$ cat config.mk
export PLATFORM = sky130hd
export DESIGN_NAME = usbi_irq_addr
export DESIGN_NICKNAME = d
export VERILOG_FILES = /design/src/usbi_pkg.sv /design/src/usbi_irq_addr.sv
export SDC_FILE = /design/constraint.sdc
export NUM_CORES = 1
export LEC_CHECK = 0
export BUFFER_PORTS_ARGS = -buffer_cell sky130_fd_sc_hd__buf_2
export CAP_MARGIN = 20
export CORE_UTILIZATION = 30
export DETAILED_ROUTE_END_ITERATION = 6
export PLACE_DENSITY = 0.56
export SYNTH_ARGS = -nofsm -noshare
export SYNTH_HDL_FRONTEND = slang
export SYNTH_SLANG_ARGS = --single-unit
$ cat constraint.sdc
create_clock -name clk -period 1.4 [get_ports clk]
set_input_delay 0.07 -clock clk [delete_from_list [all_inputs] [get_ports clk]]
set_output_delay 0.07 -clock clk [all_outputs]
set_load 0.02 [all_outputs]
$ cat src/usbi_pkg.sv
// What this block does
// - endpoint done flag on ack, stall, timeout, in or out exception
// - nak also sets the endpoint done flag when its nak enable is set
// - enable bits 7..0 enable endpoint 7..0 done interrupts, one means enabled
// - device address resets to zero
// - only traffic to the held address is answered, the rest ignored
// - address is seven write-only bits 6..0, bits 15..7 reserved
// - writing one to a status flag clears it, zero leaves it
// - status reachable by on-chip processor and parallel host port
// - status bit 15 set on both edges of vbus valid, first engine only
// - status bit 14 set on both edges of otg id, first engine only
// - vbus and id flags exist only in the first engine
// - status bit 9 set on sof or eop keep-alive received
// - status bit 8 set on usb bus reset detected
// - address register exists per engine at its own offset
// - status bits 7..0 record endpoint done interrupts
// - enable bits 15, 14, 9, 8 for vbus, id, sof/eop, bus reset
`default_nettype none
package usbi_pkg;
	localparam int          ENG_COUNT   = 2;
	localparam int          EP_COUNT    = 8;
	localparam int          ADDR_W      = 7;
	localparam logic [15:0] OFS_IE1     = 16'hc08c;
	localparam logic [15:0] OFS_ADDR1   = 16'hc08e;
	localparam logic [15:0] OFS_STAT1   = 16'hc090;
	localparam logic [15:0] OFS_IE2     = 16'hc0ac;
	localparam logic [15:0] OFS_ADDR2   = 16'hc0ae;
	localparam logic [15:0] OFS_STAT2   = 16'hc0b0;
	localparam int          BIT_VBUS    = 15;
	localparam int          BIT_ID      = 14;
	localparam int          BIT_TMO_EN  = 11;
	localparam int          BIT_SOF     = 9;
	localparam int          BIT_BRST    = 8;
	localparam logic [15:0] STAT_MASK1  = 16'hc3ff;
	localparam logic [15:0] STAT_MASK2  = 16'h03ff;
	localparam logic [15:0] IE_MASK1    = 16'hcbff;
	localparam logic [15:0] IE_MASK2    = 16'h0bff;
	localparam logic [15:0] IE_RESET    = 16'h0000;
	localparam logic [15:0] STAT_RESET  = 16'h0000;
	localparam logic [6:0]  ADDR_RESET  = 7'h00;

	typedef struct packed {
		logic        wr;
		logic        rd;
		logic [15:0] addr;
		logic [15:0] wdata;
	} usbi_bus_s;

	typedef struct packed {
		logic [7:0] ack;
		logic [7:0] stall;
		logic [7:0] timeout;
		logic [7:0] in_err;
		logic [7:0] out_err;
		logic [7:0] nak;
	} usbi_ep_evt_s;
endpackage
`default_nettype wire

$ cat src/usbi_irq_addr.sv
`timescale 1ns/1ps
`default_nettype none
module usbi_irq_addr (
	input  wire logic                    clk,
	input  wire logic                    reset_n,
	input  wire usbi_pkg::usbi_bus_s     cpu_bus,
	output logic [15:0]                  cpu_rdata,
	input  wire usbi_pkg::usbi_bus_s     hpi_bus,
	output logic [15:0]                  hpi_rdata,
	input  wire usbi_pkg::usbi_ep_evt_s  ep_evt_0,
	input  wire usbi_pkg::usbi_ep_evt_s  ep_evt_1,
	input  wire logic [7:0]              nak_int_en_0,
	input  wire logic [7:0]              nak_int_en_1,
	input  wire logic [1:0]              sof_eop_rx,
	input  wire logic [1:0]              bus_reset_det,
	input  wire logic                    vbus_valid,
	input  wire logic                    otg_id,
	input  wire logic [1:0]              tok_valid,
	input  wire logic [6:0]              tok_addr_0,
	input  wire logic [6:0]              tok_addr_1,
	output logic [1:0]                   addr_match,
	output logic [6:0]                   dev_address_0,
	output logic [6:0]                   dev_address_1,
	output logic [1:0]                   irq
);
	// write strobe for one register
	function automatic logic wr_hit(input usbi_pkg::usbi_bus_s b, input logic [15:0] ofs);
		wr_hit = b.wr && (b.addr == ofs);
	endfunction

	// read mux; address registers are write-only and read as zero
	function automatic logic [15:0] rd_word(input logic [15:0] a, input logic [15:0] ie0,
			input logic [15:0] st0, input logic [15:0] ie1, input logic [15:0] st1);
		logic [15:0] d;
		d = 16'h0000;
		if (a == usbi_pkg::OFS_IE1) d = ie0;
		if (a == usbi_pkg::OFS_STAT1) d = st0;
		if (a == usbi_pkg::OFS_IE2) d = ie1;
		if (a == usbi_pkg::OFS_STAT2) d = st1;
		rd_word = d;
	endfunction

	// endpoint transaction done: terminal handshakes, plus nak when enabled
	function automatic logic [7:0] ep_done(input usbi_pkg::usbi_ep_evt_s e, input logic [7:0] nak_en);
		ep_done = e.ack | e.stall | e.timeout | e.in_err | e.out_err
			| (e.nak & nak_en);
	endfunction

	logic [15:0] ie_reg   [2];
	logic [15:0] st_reg   [2];
	logic [6:0]  addr_reg [2];
	// one flop per engine, each written by its own engine's process only
	logic        match_reg [2];
	logic        irq_reg   [2];
	logic [15:0] cpu_rdata_reg;
	logic [15:0] hpi_rdata_reg;
	logic        vbus_prev_reg;
	logic        id_prev_reg;
	logic        primed_reg;

	// otg pin edges; primed blocks a false edge on the first cycle after reset
	wire vbus_edge = primed_reg & (vbus_valid ^ vbus_prev_reg);
	wire id_edge   = primed_reg & (otg_id ^ id_prev_reg);

	always_ff @(posedge clk or negedge reset_n) begin
		if (!reset_n) begin
			vbus_prev_reg <= 1'b0;
			id_prev_reg   <= 1'b0;
			primed_reg    <= 1'b0;
		end else begin
			vbus_prev_reg <= vbus_valid;
			id_prev_reg   <= otg_id;
			primed_reg    <= 1'b1;
		end
	end

	wire [7:0] done_0   = ep_done(ep_evt_0, nak_int_en_0);
	wire [7:0] done_1   = ep_done(ep_evt_1, nak_int_en_1);
	wire [6:0] tok_a [2];
	assign tok_a[0] = tok_addr_0;
	assign tok_a[1] = tok_addr_1;

	genvar g;
	generate
		for (g = 0; g < 2; g++) begin : eng
			localparam logic [15:0] OFS_IE   = (g == 0) ? usbi_pkg::OFS_IE1 : usbi_pkg::OFS_IE2;
			localparam logic [15:0] OFS_ADDR = (g == 0) ? usbi_pkg::OFS_ADDR1 : usbi_pkg::OFS_ADDR2;
			localparam logic [15:0] OFS_STAT = (g == 0) ? usbi_pkg::OFS_STAT1 : usbi_pkg::OFS_STAT2;
			// second engine has no otg flags or enables
			localparam logic [15:0] ST_MASK  = (g == 0) ? usbi_pkg::STAT_MASK1 : usbi_pkg::STAT_MASK2;
			localparam logic [15:0] IE_MASK  = (g == 0) ? usbi_pkg::IE_MASK1 : usbi_pkg::IE_MASK2;

			// register decode; cpu wins when both ports write the same enable
			wire cpu_ie  = wr_hit(cpu_bus, OFS_IE);
			wire hpi_ie  = wr_hit(hpi_bus, OFS_IE);
			wire cpu_ad  = wr_hit(cpu_bus, OFS_ADDR);
			wire hpi_ad  = wr_hit(hpi_bus, OFS_ADDR);
			wire cpu_st  = wr_hit(cpu_bus, OFS_STAT);
			wire hpi_st  = wr_hit(hpi_bus, OFS_STAT);

			// reserved bits are masked rather than trusting software to write zero
			wire [15:0] ie_next = cpu_ie ? (cpu_bus.wdata & IE_MASK)
				: hpi_ie ? (hpi_bus.wdata & IE_MASK) : ie_reg[g];
			wire [6:0] addr_next = cpu_ad ? cpu_bus.wdata[6:0]
				: hpi_ad ? hpi_bus.wdata[6:0] : addr_reg[g];

			// event set vector in status bit order
			wire [7:0] done = (g == 0) ? done_0 : done_1;
			wire [15:0] st_set = {vbus_edge, id_edge, 4'h0, sof_eop_rx[g], bus_reset_det[g], done}
				& ST_MASK;
			wire [15:0] st_clr = (cpu_st ? cpu_bus.wdata : 16'h0000)
				| (hpi_st ? hpi_bus.wdata : 16'h0000);
			// set wins over a same-cycle clear so no event is lost
			wire [15:0] st_next = ((st_reg[g] & ~st_clr) | st_set) & ST_MASK;

			wire irq_next   = |(st_reg[g] & ie_reg[g]);
			wire match_next = tok_valid[g] && (tok_a[g] == addr_reg[g]);

			always_ff @(posedge clk or negedge reset_n) begin
				if (!reset_n) begin
					ie_reg[g]    <= usbi_pkg::IE_RESET;
					st_reg[g]    <= usbi_pkg::STAT_RESET;
					addr_reg[g]  <= usbi_pkg::ADDR_RESET;
					irq_reg[g]   <= 1'b0;
					match_reg[g] <= 1'b0;
				end else begin
					ie_reg[g]    <= ie_next;
					st_reg[g]    <= st_next;
					addr_reg[g]  <= addr_next;
					irq_reg[g]   <= irq_next;
					match_reg[g] <= match_next;
				end
			end
		end
	endgenerate

	// read data valid the cycle after rd, zero otherwise
	wire [15:0] cpu_rd_next = cpu_bus.rd ? rd_word(cpu_bus.addr, ie_reg[0], st_reg[0], ie_reg[1], st_reg[1])
		: 16'h0000;
	wire [15:0] hpi_rd_next = hpi_bus.rd ? rd_word(hpi_bus.addr, ie_reg[0], st_reg[0], ie_reg[1], st_reg[1])
		: 16'h0000;

	always_ff @(posedge clk or negedge reset_n) begin
		if (!reset_n) begin
			cpu_rdata_reg <= 16'h0000;
			hpi_rdata_reg <= 16'h0000;
		end else begin
			cpu_rdata_reg <= cpu_rd_next;
			hpi_rdata_reg <= hpi_rd_next;
		end
	end

	assign cpu_rdata     = cpu_rdata_reg;
	assign hpi_rdata     = hpi_rdata_reg;
	assign addr_match    = {match_reg[1], match_reg[0]};
	assign irq           = {irq_reg[1], irq_reg[0]};
	assign dev_address_0 = addr_reg[0];
	assign dev_address_1 = addr_reg[1];
endmodule
`default_nettype wire

* After elaboration in Yosys (flattened, before gate mapping) *
Index checks and enable logic that the tools add are counted.

storage, ports and cells
  flip-flop bits (word level) = 107
  bits in latches = 0
  RAM bits = 0
  memory bits (read-only) = 0
  input port bits = 204
  output and inout bits = 50
  logic and storage cells = 97
  memories kept = 0

cells by class
  add/sub/neg operators = 0
  multipliers = 0
  div/mod/pow operators = 0
  $lt $le $gt $ge = 0
  equality and inequality tests = 14
  shift operators = 0
  muxes and demuxes = 22
  bitwise gates (word level) = 26
  reduce and logical (&&, ||, !) cells = 20

operators by type and width
  kind                  count
  $mux 16               16
  $eq 16x16->1 const B  12
  $or 8x8->8            10
  $and 16x16->16        2
  $or 16x16->16         2
  $reduce_or 16->1      2
  $mux 7                4
  $mux 10               2
  $or 10x10->10         2
  $and 10x16->16        1
  $and 8x8->8           2
  $not 16->16           1
  $eq 7x7->1            2
  $logic_and 1x1->1     14
  $and 10x10->10        1
  $not 10->10           1
  $reduce_bool 2->1     4
  $and 1x1->1           2
  $xor 1x1->1           2

* Logic depth before layout (Yosys ltp) *
  depth after elaboration = 7
  mapped depth = 7
  depth with buffers taken out = 4

* Least setup slack after synthesis *
No wires, ideal clock.

  path kind = input to register
  from = input hpi_bus[24] (netlist name)
  to = register st_reg[24] (netlist name)
  arrival = 1217 ps
  required time = 1280 ps
  path slack = 62 ps
  stages = 6
  buffers on the path = 2
  cell sequence = nor4b_2 > and4_1 > buf_4 > buf_4 > nand3_1 > a31o_2

on the way
  cells in the longest elaborated chain, start to end = 7

ends and longest elaborated chain
  element                          line                  source
  from (decl)                      usbi_irq_addr.sv:8    input wire usbi_pkg::usbi_bus_s hpi_bus,
  $eq 16x16->1                     usbi_irq_addr.sv:28   wr_hit = b.wr && (b.addr == ofs);
  $logic_and 1x1->1                usbi_irq_addr.sv:28
  $mux 16                          usbi_irq_addr.sv:112  | (hpi_st ? hpi_bus.wdata : 16'h0000);
  $or 16x16->16                    usbi_irq_addr.sv:112
  $not 16->16                      usbi_irq_addr.sv:114  wire [15:0] st_next = ((st_reg[g] & ~st_clr) | st_set) & ST_MASK;
  $and 16x16->16                   usbi_irq_addr.sv:114
  $or 16x16->16                    usbi_irq_addr.sv:114
  named net eng[0].st_next[8]      usbi_irq_addr.sv:114
  to (signal, indexed assignment)  usbi_irq_addr.sv:122  st_reg[g] <= usbi_pkg::STAT_RESET;
  to (signal, indexed assignment)  usbi_irq_addr.sv:128  st_reg[g] <= st_next;
  to (decl)                        usbi_irq_addr.sv:50   logic [15:0] st_reg [2];

The timed path passes the listed nets, and every way through them passes these cells.
A chain may end at the register's enable or synchronous reset.

* Worst setup path after layout *
  from = register ie_reg[23] (netlist name)
  to = register irq_reg, in the netlist irq[0]

on the way
  cells in the longest elaborated chain, start to end = 2

ends and longest elaborated chain
  element                            line                  source
  from (decl)                        usbi_irq_addr.sv:49   logic [15:0] ie_reg [2];
  from (signal, indexed assignment)  usbi_irq_addr.sv:121  ie_reg[g] <= usbi_pkg::IE_RESET;
  from (signal, indexed assignment)  usbi_irq_addr.sv:127  ie_reg[g] <= ie_next;
  $and 16x16->16                     usbi_irq_addr.sv:116  wire irq_next = |(st_reg[g] & ie_reg[g]);
  $reduce_or 16->1                   usbi_irq_addr.sv:116
  named net eng[0].irq_next          usbi_irq_addr.sv:116
  to (signal, indexed assignment)    usbi_irq_addr.sv:130  irq_reg[g] <= irq_next;
  to (decl)                          usbi_irq_addr.sv:54   logic irq_reg [2];

The timed path passes the listed nets, and every way through them passes these cells.

==> out/metrics.yaml <==
status:
  result_of_the_run: "finished with violations"
  violations: "design-rule violations, negative hold slack"
route:
  via_per_inst: 5.55
  postRouteWirelength_mm: 21.5
  drt_drc_violations_left: 34
  num_vias: 6221
  drt-initial-drc-count: 505
  first_pass_iters: 7
  wl_per_cell_um: 19.2
  postRouteAntennaNets: 0
cells_and_area:
  postLayoutCoreUtil_pct: 44.3
  layout-area-overhead-vs-synth_pct: 43.9
  largest_register_ffs: 24
  finish.cell_count_without_fillers: 1121
  multi_input_area_mm2: 0.00293
  antenna_cells: 0
  layout.nets: 1091
  nFillCells: 1794
  area.sequential_mm2: 0.00233
  final_cell_area_mm2: 0.00801
  post_route_cells_drive_above_1_share_pct: 40.4
floorplan:
  floorplan.rows: 49
  dieArea_mm2: 0.0191
  design.core.area_mm2: 0.0181
  die_x_um: 138
  initial_utilization_pct: 30.8
  floorplan.io_pins: 254
  chipHeight_um: 138
sta:
  clock_skew_ns: 0.00510
  fin_ws_ns: 0.0712
  setup_viol: 0
  report.final.slew_viol_count: 0
  grt_setup_unrepaired: "no"
  finalCriticalPeriod_ns: 1.33
  final.hold.worst_slack_ns: -0.000203
  timing.setup.tns_ns: 0
  period_share_pct: 94.9
  hold_viol_final: 1
  peak_clock_frequency_supported_by_timing_mhz: 753
worst_setup_path:
  slowest_stage: "sky130_fd_sc_hd__dfrtp_1"
  cp.buffers_inverters: 0
  critical_path.max_fanout: 4
  worstPathCellList: "a22o_1 > a221oi_1 > nand3_1"
  setup.worst_path.end_class: "register"
  worst-setup-path-type: "register to register"
  timing.critical_path.arrival_ns: 1.52
  setup.worst_path.start_class: "register"
  critPathMaxStageDelay_ns: 0.42
  path_delay_family: "compound AO/OA/AOI/OAI gates"
  critPathRequiredTime_ns: 1.59
pwr:
  p_leak_nw: 3.52
  totalPowerFinal_mw: 6.06
  ir_drop_uv: 588
  power.density_mw_per_mm2: 757
global_routing:
  global_route.overflow_total: 0
  maximum_number_of_pins_on_one_net_before_global_route_repair: 45
  antenna_found_initial: 0
  number_of_global_route_vias_before_repair: 5953
  grt_pass1_wl_mm: 33.6
  global_route.usage.total_pct: 22.7
cts:
  clkLatencyLatePin_ns: 0.35
  cts_root_buffer: "sky130_fd_sc_hd__clkbuf_16"
  clkSlewWorstSetupHoldPaths_ns: 0.06
  cts_buffers: 9
  htreeDepth: 3
  tritoncts_clock_tree: "yes"
  cts_sinks: 93
  cts_post_setup_buffers_inserted: 0
  clock_tree.buffer_depth: 2
yosys:
  synth_enable_flop_cells: 0
  synth-main-ff-cell: "sky130_fd_sc_hd__dfrtp_1"
  synth_area_leaders: "sky130_fd_sc_hd__dfrtp_1 42%, sky130_fd_sc_hd__a32oi_1 6.0%, sky130_fd_sc_hd__o21ai_0 3.9%"
  synthTopCellsByCount: "93 x sky130_fd_sc_hd__dfrtp_1, 43 x sky130_fd_sc_hd__o21ai_0, 39 x sky130_fd_sc_hd__nand3_1"
  synth.most_common_cell: "sky130_fd_sc_hd__dfrtp_1"
  synth.top_cell.area_share_pct: 41.8
  yosysWarningCount: 0
  yosysUniqueCellTypes: 46
  fraction_of_the_yosys_area_taken_by_sequential_cells_pct: 41.8
  post_synth_inst_count: 596
  yosys_top_cell_by_area: "sky130_fd_sc_hd__dfrtp_1"
  syn_area_per_cell_um2: 9.34
  post_synth_instance_area_mm2: 0.00557
  ys_seq_elements: 93
  postSynth.asyncResetShare_pct: 100
place:
  post-dp-hpwl_mm: 16.3
  place_congestion: 0.863
  placed_standard_cell_area_mm2: 0.00756
  place_inst: 1091
  dp_worst_setup_slack_ns: -0.169
  io_buffers: 241
min_path:
  hold_class: "primary input to register"
flow_run:
  cap_violations: 0
power breakdown:
part / total (mW) / leakage (nW) / internal (mW) / switching [mW]
registers: 2.70 / 1.18 / 2.69 / 0.00388
logic: 0.768 / 2.19 / 0.377 / 0.392
clock network: 2.60 / 0.152 / 1.53 / 1.07
layout by cell type, fill, tap and decap left out, types with 17 or more instances in the layout:
cell,synthesis,layout
sky130_fd_sc_hd__nor3_1,24,23
sky130_fd_sc_hd__nand4_1,18,18
sky130_fd_sc_hd__nand2_1,19,19
sky130_fd_sc_hd__dfrtp_1,93,93
sky130_fd_sc_hd__a2bb2oi_1,20,20
sky130_fd_sc_hd__buf_4,13,70
sky130_fd_sc_hd__a22oi_1,26,26
sky130_fd_sc_hd__buf_2,17,240
sky130_fd_sc_hd__nor4_1,18,17
sky130_fd_sc_hd__a21oi_1,34,34
sky130_fd_sc_hd__a32oi_1,38,38
sky130_fd_sc_hd__nand3_1,39,39
sky130_fd_sc_hd__o21ai_0,43,43
tightest hold or removal path: cells and delay by family:
family,cells,cell delay [ns]
AOI/OAI and AO/OA,1,0.08
and+or+nand+nor,2,0.10
buffers and inverters,1,0.07
worst paths after layout:
| check | slack [ns] | endpoint | from | cells after the start |
|---|---|---|---|---|
| hold reg to reg | 0.52 | st_reg[30]$_DFF_PN0_ | primed_reg$_DFF_PN0_ | 1 |
| setup reg to reg | 0.07 | irq[0]$_DFF_PN0_ | ie_reg[23]$_DFFE_PN0P_ | 3 |
| min in group asynchronous | 0.21 | cpu_rdata[15]$_DFF_PN0_ | reset_n | 2 |
| max in group asynchronous | 0.61 | dev_address_1[2]$_DFFE_PN0P_ | reset_n | 3 |
| hold / removal | -0.0002 | st_reg[1]$_DFF_PN0_ | ep_evt_1[41] | 4 |
| setup / recovery | 0.07 | irq[0]$_DFF_PN0_ | ie_reg[23]$_DFFE_PN0P_ | 3 |
cells by family after synthesis:
group | count (synthesis) | share of synthesized area [%]
other cells | 2 | 0.135
compound gates | 235 | 29.7
mux | 2 | 0.360
flops | 93 | 41.8
buf+inv | 72 | 6.11
xor+xnor | 16 | 2.52
simple gates | 176 | 19.3
per-layer routing:
layer  vias to the layer above  GRT usage (%)  wire length (um)  share of wire (%)
met5                         -              0                 0                  0
met3                        28           3.50              1470                6.9
met2                       288           34.5              9620                 45
met1                      2976           32.1              9820                 46
li1                       2929              -                 -                  -
met4                         0           9.40               568                2.6
cell type report:
| class | instances | share of cell area (%) |
|---|---|---|
| multi-input combinational | 436 | 36.6 |
| timing repair buffer | 336 | 26.3 |
| sequential | 93 | 29.1 |
| clock buffer | 13 | 3.37 |
| tap | 229 | 3.58 |
| inverter | 11 | 0.516 |
| clock inverter | 3 | 0.531 |
timing repair:
action,in CTS,in global routing
endpoints found under the hold margin,37,0
resized for setup,0,0
hold buffers,14,0
Power figures use the tool's default switching activity.
